**src/rtl/cmp_ctrl_pkg.sv**
```systemverilog
// Constants, register map and carrier types of the comparator control block.
// Assumes a 25 MHz bus clock and an AXI4-Lite master with 32-bit data.
//
// Functional notes
// Source pick 0 routes filtered result; 1 routes raw result.
// Pin drive on and pin owned: drive selected output on the pin.
// Module on 0 keeps comparator off; 1 enables it.
// Same mux input on both ports disables the comparator automatically.
// Polarity flip 1 inverts comparator output; 0 passes it.
// Strobe mode off: filter samples every sample_interval bus clocks.
// Sample interval zero disables the output filter.
// Strobe mode on: ignore interval, sample on external strobe edges.
// DMA request enable set: request while rise or fall flag set.
// Rise interrupt enable set: interrupt while rise flag set.
// Fall interrupt enable set: interrupt while fall flag set.
// Rise flag sets on result rising edge; write 1 clears it.
// Fall flag sets on result falling edge; write 1 clears it.
// In stop mode the rise and fall flags follow levels.
// Result bit reads present output; writes to it ignored.
// Result bit resets to 0; reads polarity flip while module off.
// Status control bits 7 and 5 read as zero.
// Polarity mirrors to result bit and pin when pin drive off; the code mirrors it to both only while the comparator is off.
// Interrupt is OR of gated rise and fall flags, registered; the code also ORs in irq_stat masked by irq_mask.
package cmp_ctrl_pkg;
  localparam int ADDR_W = 8;
  // Register indices; byte address is four times the index
  localparam logic [5:0] IDX_OUT_CTRL = 6'h01;
  localparam logic [5:0] IDX_INTERVAL = 6'h02;
  localparam logic [5:0] IDX_STAT_CTRL = 6'h03;
  localparam logic [5:0] IDX_IRQ_STAT = 6'h06;
  localparam logic [5:0] IDX_IRQ_MASK = 6'h07;
  // Output control fields
  localparam int OC_STROBE = 7;
  localparam int OC_FLIP = 3;
  localparam int OC_SRC = 2;
  localparam int OC_PIN = 1;
  localparam int OC_ON = 0;
  // Status control fields
  localparam int SC_DMA = 6;
  localparam int SC_RIE = 4;
  localparam int SC_FIE = 3;
  localparam int SC_RISE = 2;
  localparam int SC_FALL = 1;
  localparam int SC_RES = 0;
  // Interrupt status and mask layout
  localparam int IS_RISE = 0;
  localparam int IS_FALL = 1;
  localparam logic [7:0] RST_BYTE = 8'h00;
  localparam logic [1:0] RESP_OKAY = 2'h0;
  localparam logic [1:0] RESP_SLVERR = 2'h2;

  typedef struct packed {
    logic awvalid;
    logic [ADDR_W-1:0] awaddr;
    logic wvalid;
    logic [31:0] wdata;
    logic [3:0] wstrb;
    logic bready;
    logic arvalid;
    logic [ADDR_W-1:0] araddr;
    logic rready;
  } axi_req_s;

  typedef struct packed {
    logic awready;
    logic wready;
    logic bvalid;
    logic [1:0] bresp;
    logic arready;
    logic rvalid;
    logic [31:0] rdata;
    logic [1:0] rresp;
  } axi_rsp_s;

  typedef struct packed {
    axi_rsp_s rsp;
    logic aw_got;
    logic w_got;
    logic [ADDR_W-1:0] waddr;
    logic [7:0] wbyte;
    logic wen;
    logic [7:0] out_ctrl;
    logic [7:0] interval;
    logic dma_on;
    logic rise_ie;
    logic fall_ie;
    logic rise_flag;
    logic fall_flag;
    logic [1:0] irq_stat;
    logic [1:0] irq_mask;
    logic raw_s1;
    logic raw_s2;
    logic smp_s1;
    logic smp_s2;
    logic smp_prev;
    logic [7:0] cnt;
    logic filt;
    logic result;
    logic result_prev;
    logic enable;
    logic pin_out;
    logic pin_oe;
    logic dma_req;
    logic irq;
  } state_s;
endpackage

```
**src/rtl/cmp_ctrl.sv**
```systemverilog
// Comparator output, filter, flag and interrupt control with AXI4-Lite.
// Assumes the raw comparator and strobe inputs are asynchronous; mux
// selects, pin ownership and stop mode come from logic on clk.
`timescale 1ns/1ns
module cmp_ctrl
  import cmp_ctrl_pkg::*;
(
  // Clock and reset
  input wire logic clk,
  input wire logic rst,
  // Register bus
  input wire axi_req_s axi_req,
  output axi_rsp_s axi_rsp,
  // Analog side
  input wire logic raw_in,
  input wire logic sample_in,
  input wire logic [2:0] plus_sel,
  input wire logic [2:0] minus_sel,
  output logic cmp_enable,
  // System side
  input wire logic pin_owned,
  input wire logic stop_mode,
  output logic pin_out,
  output logic pin_oe,
  output logic dma_req,
  output logic irq
);
  state_s st_q;
  state_s st_d;

  // Next state
  always_comb begin
    logic flip;
    logic tick;
    logic raw_pol;
    logic sel;
    logic rise_set;
    logic fall_set;
    logic rise_clr;
    logic fall_clr;
    logic stat_clr;
    logic unmapped_w;
    logic unmapped_r;
    logic [7:0] rbyte;
    logic [5:0] ridx;
    logic [5:0] widx;
    flip = 1'b0;
    tick = 1'b0;
    raw_pol = 1'b0;
    sel = 1'b0;
    rise_set = 1'b0;
    fall_set = 1'b0;
    rise_clr = 1'b0;
    fall_clr = 1'b0;
    stat_clr = 1'b0;
    unmapped_w = 1'b0;
    unmapped_r = 1'b0;
    rbyte = 8'h00;
    ridx = axi_req.araddr[7:2];
    widx = st_q.waddr[7:2];
    st_d = st_q;

    // Synchronisers for asynchronous inputs
    st_d.raw_s1 = raw_in;
    st_d.raw_s2 = st_q.raw_s1;
    st_d.smp_s1 = sample_in;
    st_d.smp_s2 = st_q.smp_s1;
    st_d.smp_prev = st_q.smp_s2;

    // Comparator power with mux conflict shutdown
    st_d.enable = st_q.out_ctrl[OC_ON] && (plus_sel != minus_sel);

    // Polarity applied to the raw result
    flip = st_q.out_ctrl[OC_FLIP];
    raw_pol = st_q.raw_s2 ^ flip;

    // Sample tick from strobe edge or interval counter
    if (st_q.out_ctrl[OC_STROBE]) begin
      tick = st_q.smp_s2 & ~st_q.smp_prev;
      st_d.cnt = 8'h00;
    end else if (st_q.interval == 8'h00) begin
      st_d.cnt = 8'h00;
    end else if (st_q.cnt >= st_q.interval - 8'h01) begin
      tick = 1'b1;
      st_d.cnt = 8'h00;
    end else begin
      st_d.cnt = st_q.cnt + 8'h01;
    end

    // Filter acts as a sampler; bypassed when disabled
    if (!st_q.out_ctrl[OC_STROBE] && st_q.interval == 8'h00) begin
      st_d.filt = raw_pol;
    end else if (tick) begin
      st_d.filt = raw_pol;
    end

    // Output source pick
    sel = st_q.out_ctrl[OC_SRC] ? raw_pol : st_q.filt;
    // Result mirrors polarity flip while off
    st_d.result = st_q.enable ? sel : flip;
    st_d.result_prev = st_q.result;

    // Edge or level detection for flags
    if (stop_mode) begin
      rise_set = st_q.result;
      fall_set = ~st_q.result;
    end else begin
      rise_set = st_q.result & ~st_q.result_prev;
      fall_set = ~st_q.result & st_q.result_prev;
    end

    // Write address and data taken in either order
    if (axi_req.awvalid && st_q.rsp.awready) begin
      st_d.aw_got = 1'b1;
      st_d.waddr = axi_req.awaddr;
    end
    if (axi_req.wvalid && st_q.rsp.wready) begin
      st_d.w_got = 1'b1;
      st_d.wbyte = axi_req.wdata[7:0];
      st_d.wen = axi_req.wstrb[0];
    end

    // Register write once both halves are in
    if (st_q.aw_got && st_q.w_got && !st_q.rsp.bvalid) begin
      unmapped_w = 1'b0;
      if (st_q.wen) begin
        case (widx)
          IDX_OUT_CTRL: st_d.out_ctrl = st_q.wbyte;
          IDX_INTERVAL: st_d.interval = st_q.wbyte;
          IDX_STAT_CTRL: begin
            st_d.dma_on = st_q.wbyte[SC_DMA];
            st_d.rise_ie = st_q.wbyte[SC_RIE];
            st_d.fall_ie = st_q.wbyte[SC_FIE];
            rise_clr = st_q.wbyte[SC_RISE];
            fall_clr = st_q.wbyte[SC_FALL];
          end
          IDX_IRQ_STAT: begin
          end
          IDX_IRQ_MASK: begin
            st_d.irq_mask = st_q.wbyte[1:0];
          end
          default: unmapped_w = 1'b1;
        endcase
      end else if (widx != IDX_OUT_CTRL && widx != IDX_INTERVAL
                   && widx != IDX_STAT_CTRL && widx != IDX_IRQ_STAT
                   && widx != IDX_IRQ_MASK) begin
        unmapped_w = 1'b1;
      end
      st_d.rsp.bvalid = 1'b1;
      st_d.rsp.bresp = unmapped_w ? RESP_SLVERR : RESP_OKAY;
      st_d.aw_got = 1'b0;
      st_d.w_got = 1'b0;
    end
    if (st_q.rsp.bvalid && axi_req.bready) begin
      st_d.rsp.bvalid = 1'b0;
    end

    // Register read; result bit is read only
    case (ridx)
      IDX_OUT_CTRL: rbyte = st_q.out_ctrl;
      IDX_INTERVAL: rbyte = st_q.interval;
      IDX_STAT_CTRL: begin
        rbyte = 8'h00;
        rbyte[SC_DMA] = st_q.dma_on;
        rbyte[SC_RIE] = st_q.rise_ie;
        rbyte[SC_FIE] = st_q.fall_ie;
        rbyte[SC_RISE] = st_q.rise_flag;
        rbyte[SC_FALL] = st_q.fall_flag;
        rbyte[SC_RES] = st_q.result;
      end
      IDX_IRQ_STAT: rbyte = {6'h00, st_q.irq_stat};
      IDX_IRQ_MASK: rbyte = {6'h00, st_q.irq_mask};
      default: unmapped_r = 1'b1;
    endcase
    if (axi_req.arvalid && st_q.rsp.arready) begin
      st_d.rsp.rvalid = 1'b1;
      st_d.rsp.rdata = {24'h00_0000, rbyte};
      st_d.rsp.rresp = unmapped_r ? RESP_SLVERR : RESP_OKAY;
      stat_clr = (ridx == IDX_IRQ_STAT);
    end
    if (st_q.rsp.rvalid && axi_req.rready) begin
      st_d.rsp.rvalid = 1'b0;
    end

    // Ready only while the previous answer is gone
    st_d.rsp.awready = ~st_d.aw_got & ~st_d.rsp.bvalid;
    st_d.rsp.wready = ~st_d.w_got & ~st_d.rsp.bvalid;
    st_d.rsp.arready = ~st_d.rsp.rvalid;

    // Flags: a set in the clear cycle wins
    st_d.rise_flag = (st_q.rise_flag & ~rise_clr) | rise_set;
    st_d.fall_flag = (st_q.fall_flag & ~fall_clr) | fall_set;

    // Sticky event status, cleared by read, set wins
    st_d.irq_stat = (stat_clr ? 2'h0 : st_q.irq_stat)
                    | {fall_set & ~st_q.fall_flag,
                       rise_set & ~st_q.rise_flag};

    // Pin drive and polarity mirror
    st_d.pin_oe = st_q.out_ctrl[OC_PIN] & pin_owned;
    st_d.pin_out = st_q.result;

    // DMA and interrupt requests
    st_d.dma_req = st_q.dma_on & (st_q.rise_flag | st_q.fall_flag);
    st_d.irq = (st_q.rise_ie & st_q.rise_flag)
               | (st_q.fall_ie & st_q.fall_flag)
               | (|(st_q.irq_stat & st_q.irq_mask));
  end

  // State register
  always_ff @(posedge clk or posedge rst) begin
    if (rst) begin
      st_q <= '0;
      st_q.rsp.awready <= 1'b1;
      st_q.rsp.wready <= 1'b1;
      st_q.rsp.arready <= 1'b1;
      st_q.out_ctrl <= RST_BYTE;
      st_q.interval <= RST_BYTE;
    end else begin
      st_q <= st_d;
    end
  end

  // Outputs straight from the state register
  assign axi_rsp = st_q.rsp;
  assign cmp_enable = st_q.enable;
  assign pin_out = st_q.pin_out;
  assign pin_oe = st_q.pin_oe;
  assign dma_req = st_q.dma_req;
  assign irq = st_q.irq;
endmodule

```
**config.mk**
```make
export PLATFORM = sky130hd
export DESIGN_NAME = cmp_ctrl
export DESIGN_NICKNAME = d
export VERILOG_FILES = /design/src/rtl/cmp_ctrl_pkg.sv /design/src/rtl/cmp_ctrl.sv
export SDC_FILE = /design/constraint.sdc
export NUM_CORES = 1
export LEC_CHECK = 0
export ABC_AREA = 1
export BUFFER_PORTS_ARGS = -buffer_cell sky130_fd_sc_hd__clkbuf_2
export CORE_MARGIN = 4
export CORE_UTILIZATION = 25
export CTS_BUF_LIST = sky130_fd_sc_hd__clkbuf_16
export DETAILED_ROUTE_END_ITERATION = 8
export GPL_TIMING_DRIVEN = 0
export PLACE_DENSITY_LB_ADDON = 0.25
export SKIP_LAST_GASP = 1
export SLEW_MARGIN = 20
export SYNTH_ARGS = -nofsm -noshare
export SYNTH_HDL_FRONTEND = slang
export SYNTH_SLANG_ARGS = --single-unit
```
**constraint.sdc**
```tcl
create_clock -name clk -period 4.05 [get_ports clk]
set_input_delay 0.6075 -clock clk [delete_from_list [all_inputs] [get_ports clk]]
set_output_delay 0.6075 -clock clk [all_outputs]
set_load 0.01 [all_outputs]
```
Yosys cells after proc, flatten, opt, wreduce, memory -nomap -nowiden --
Cells that the tools add are included.
Storage, ports and cells: flip-flop bits (word level) 81, logic and storage cells 144, bits of input ports 69, output and inout port bits 46
Cells by class: $lt $le $gt $ge 1, eq/ne operators 16, bitwise logic cells 32, add/subtract/negate cells 2, muxes and demuxes 34, reductions and logical operators 24
Operator list (count):
- 8-bit case mux with 5 select lines | 1
- 35-bit 2-to-1 mux | 1
- 6-bit by 2-bit == test with 1-bit output, second input constant | 4
- 6-bit by 3-bit == test with 1-bit output, second input constant | 4
- 1-bit 2-to-1 mux | 24
- 8-bit 2-to-1 mux | 3
- 1-bit bitwise AND | 13
- 1-bit logical AND | 13
- 6-bit by 1-bit == test with 1-bit output, second input constant | 2
- 6-bit by 2-bit != test with 1-bit output, second input constant | 2
- 6-bit by 3-bit != test with 1-bit output, second input constant | 2
- 3-bit AND reduction | 4
- 1-bit inverter | 11
- 5-bit OR reduction | 2
- 8-bit by 1-bit adder with 8-bit output, second input constant | 1
- 8-bit greater-or-equal comparator | 1
- 8-bit logical NOT | 1
- 2-bit 2-to-1 mux | 4
- 8-bit by 1-bit subtractor with 8-bit output, second input constant | 1
- 6-bit by 1-bit != test with 1-bit output, second input constant | 1
- 1-bit bitwise OR | 5
- 3-bit 2-to-1 mux | 1
- 3-bit != test | 1
- 2-bit bitwise AND | 1
- other kinds (5) | 6

Depth between registers and ports, before layout --
depth after elaboration 13, gate-level depth with buffers 15, gate-level depth less buffers 15

Least setup slack after synthesis --
Ideal clock, no wire load.
path type register to register, start point register st_q[32] in the netlist's numbering, end point register st_q[7] in the netlist's numbering, setup slack 2.104 ns, cell stages (with the launch flop) 12, setup time 0.116 ns, buffers on the path 0, arrival 1.830 ns, cells stage by stage dfrtp_1 nor3_2 nand2_1 nor3_2 xnor2_1 ha_1 a21oi_1 nand2_1 nor2_4 nand2_2 nand3_1 nand2_1
Between the ends: word-level cells in the longest chain between the ends 6, elaborated cells between the ends (all ways) 9
RTL lines:
- start, declared | line cmp_ctrl.sv:28 | state_s st_q;
- start signal, assigned | line cmp_ctrl.sv:220 | st_q <= st_d;
- 8-bit by 1-bit subtractor with 8-bit output | line cmp_ctrl.sv:83 | end else if (st_q.cnt >= st_q.interval - 8'h01) begin
- 8-bit greater-or-equal comparator | line cmp_ctrl.sv:83
- 1-bit 2-to-1 mux | line cmp_ctrl.sv:83
- 1-bit 2-to-1 mux | line cmp_ctrl.sv:81 | end else if (st_q.interval == 8'h00) begin
- 1-bit 2-to-1 mux | line cmp_ctrl.sv:78 | if (st_q.out_ctrl[OC_STROBE]) begin
- 2-bit nonzero test (no line)
Parallel ways exist; a longest one is shown, timed or not. A chain may end at the register's enable or synchronous reset.

Final worst setup path --
start point register st_q[30] in the netlist's numbering, end point register st_q[7] in the netlist's numbering
Same word-level chain as after synthesis.

==> impl_metrics.py <==
metrics = {
    "timing": {
        "hold_viol_final": 0,
        "max_freq_ghz": 0.452,
        "skew_ns": 0.00525,
        "rsz0062_at_grt": "false",
        "whs_ns": 0.266,
        "final-max-slew-violation-count": 0,
        "tns_ns": 0,
        "min_period_ns": 2.21,
        "setup_viol": 0,
        "min_period_over_period_pct": 54.6,
    },
    "cells_and_area": {
        "seq_area_mm2": 0.00193,
        "nFillCells": 1660,
        "area_growth_pct": 24.3,
        "multi_input_area_mm2": 0.00162,
        "drive_above_1_share_pct": 29.3,
        "antenna_cells": 0,
        "layout.nets": 624,
    },
    "global_routing": {
        "grt_pass1_vias": 2895,
        "grt_antenna_before_repair": 0,
        "grt_max_degree": 45,
        "grt-ovfl-total": 0,
        "grt_pass1_wl_mm": 14.1,
        "grt_use_total_pct": 9.75,
    },
    "floorplanning": {
        "die_w_um": 134,
        "rows": 45,
        "core_area_mm2": 0.0154,
        "ios": 115,
        "start_util_pct": 25.8,
        "fp.dieArea_mm2": 0.0180,
        "die_h_um": 134,
    },
    "power_and_ir_drop": {
        "peakVddDrop_mv": 0.305,
        "pwr_density_cell_mw_per_mm2": 643,
        "p_leak_nw": 2.55,
    },
    "placed_design": {
        "gp_congestion": 0.798,
        "dp_hpwl_mm": 6.60,
        "io_buffers": 57,
    },
    "routing": {
        "avgRoutedWirePerCell_um": 11.0,
        "wirelength_mm": 8.38,
        "dr_total_vias": 2972,
        "drc": 0,
        "drt_first_pass_iters": 4,
        "viasPerCell": 3.91,
        "first_iter_violations": 97,
        "ant_nets": 0,
    },
    "clocking": {
        "post_cts_resized": 0,
        "h-tree-depth": 3,
        "cts-root-buf": "clkbuf_16",
        "clk_latency_ns": 0.34,
        "cts.clk_slew.worst_paths_ns": 0.06,
        "cts_tree": "yes",
        "clockBufferDepth": 2,
        "hold_buffers": 0,
        "cts_sinks": 77,
        "postCtsSetupBuffers": 0,
        "numCtsBuffers": 9,
    },
    "synthesis": {
        "synth-main-ff-cell": "dfrtp_1",
        "seq_area_frac_synth_pct": 48.4,
        "ys_top_cells_by_area": "dfrtp_1, nand2_1, buf_4",
        "synth.largest_area_cell": "dfrtp_1",
        "synth_area_per_cell_um2": 8.86,
        "ys_warn_count": 0,
        "synthesis.area_mm2": 0.00399,
        "ys_seq_elements": 77,
        "synth_edf_count": 0,
        "synth_top_area_share_pct": 46.4,
        "synth_cell_types": 36,
        "synthArstFlopShare_pct": 100,
        "synth_top_cells_by_count": "nand2_1, dfrtp_1, inv_1, buf_4, nand3_1",
        "netlist_instances": 450,
        "yosysMostFrequentCell": "nand2_1",
    },
    "critical_path": {
        "r2r_slack_ns": 1.84,
        "critical_path_required_ns": 4.28,
        "critPathMaxFanout": 6,
        "r2r_cells": 11,
        "crit_arrival_ns": 2.44,
        "critPathKind": "reg -> reg",
        "reg2reg_from": "st_q[30]",
        "startpoint_type": "flop",
        "timing.rr.end": "st_q[7]",
        "cp-end-kind": "flop",
    },
    "hold_path": {
        "hp-class": "in -> async",
    },
    "status": {
        "status": "completed",
    },
    "run": {
        "drv_cap": 0,
    },
}
[worst max-delay path by stage]
stage          slack (ns)          to     start
4_1_cts              1.82     st_q[7]  st_q[30]
3_5_place_dp         1.83     st_q[7]  st_q[30]
2_1_floorplan        1.48  axi_rsp[1]       rst
5_1_grt              1.68     st_q[7]  st_q[30]
3_3_place_gp         0.50  axi_rsp[9]       rst
6_report             1.84     st_q[7]  st_q[30]
[cell families (layout without fill, tap and decap cells)]
group | Yosys count | in the layout | synth area share (%)
DFF | 77 | 77 | 48.4
buffers and inverters | 96 | 170 | 13.4
adders and majority gates | 11 | 11 | 3.45
xor gates and xnor gates | 12 | 12 | 2.64
other | 1 | 26 | 0.0940
and+or+nand+nor | 197 | 197 | 22.9
AOI/OAI and AO/OA | 56 | 56 | 9.10
[cell usage in the layout (no fill, tap or decap), types with 3 or more instances in the layout]
cell type / netlist / routed
nand3_1: 29 / 29
inv_6: 0 / 3
clkinv_2: 1 / 3
nor2_4: 3 / 3
clkbuf_2: 0 / 57
nand2_2: 4 / 4
nor2_2: 5 / 5
inv_1: 43 / 42
nor2_1: 27 / 27
buf_4: 41 / 41
o21ai_2: 17 / 17
dfstp_2: 3 / 3
nand4_4: 3 / 3
nand3_2: 3 / 3
clkinv_1: 3 / 4
ha_1: 11 / 11
o21ai_0: 27 / 27
clkbuf_16: 0 / 9
nand2_1: 117 / 117
dfrtp_1: 74 / 74
conb_1: 1 / 26
clkbuf_1: 3 / 3
xnor2_1: 10 / 10
[flip-flops by register name (all words and copies together) (netlist names)]
| register | flops |
|---|---|
| st_q | 53 |
| pin_out | 1 |
| dma_req | 1 |
| axi_rsp | 15 |
| st_d | 4 |
| cmp_enable | 1 |
| irq | 1 |
| pin_oe | 1 |
[metal layers]
layer / wire [um] / part of all wire, % / GRT usage (%) / vias to the layer above
li1: - / - / - / 1560
met3: 634 / 7.6 / 3.94 / 8
met4: 80 / 0.95 / 2.04 / 0
met2: 3460 / 41 / 14.4 / 95
met5: 0 / 0 / 0 / -
met1: 4200 / 50 / 13.5 / 1309
[power by group]
group	leakage (nW)	internal, mW	switching [mW]
Sequential	0.989	1.01	0.201
Combinational	1.41	0.481	0.694
Clock	0.148	0.479	0.322
Total	2.55	1.97	1.22
[cell type report]
| type | instances | share of cell area (%) |
|---|---|---|
| plain buffers | 46 | 6.89 |
| flip-flops and latches | 77 | 39.0 |
| inverters | 50 | 3.96 |
| clock buffers | 9 | 4.54 |
| clock inverters | 7 | 1.41 |
| multi-input cells | 302 | 32.6 |
| well taps | 211 | 5.33 |
| repair buffers | 58 | 6.31 |
[per-stage QoR]
step / cells / worst slack [ns] / total power [mW] / util [%] / cell area, um^2
6_report: 760 / 1.84 / 3.19 / 32.1 / 4960
5_1_grt: 760 / 1.68 / 3.45 / 32.1 / 4960
4_1_cts: 760 / 1.82 / 3.24 / 32.1 / 4960
3_5_place_dp: 744 / 1.83 / 2.42 / 30.2 / 4660
3_3_place_gp: 743 / 0.501 / 2.39 / 30.0 / 4630
2_1_floorplan: 475 / 1.48 / 2.09 / - / 4080
[critical path, stage by stage, from the launching register on]
cell	delay (ns)
dfrtp_1	0.45
nor3_2	0.25
nand2_1	0.12
nor3_2	0.14
xnor2_1	0.15
ha_1	0.28
a21oi_1	0.15
nand2_1	0.11
nor2_4	0.17
nand2_2	0.13
nand3_1	0.10
nand2_1	0.05
Note: power is estimated with default switching activity, not from simulation.
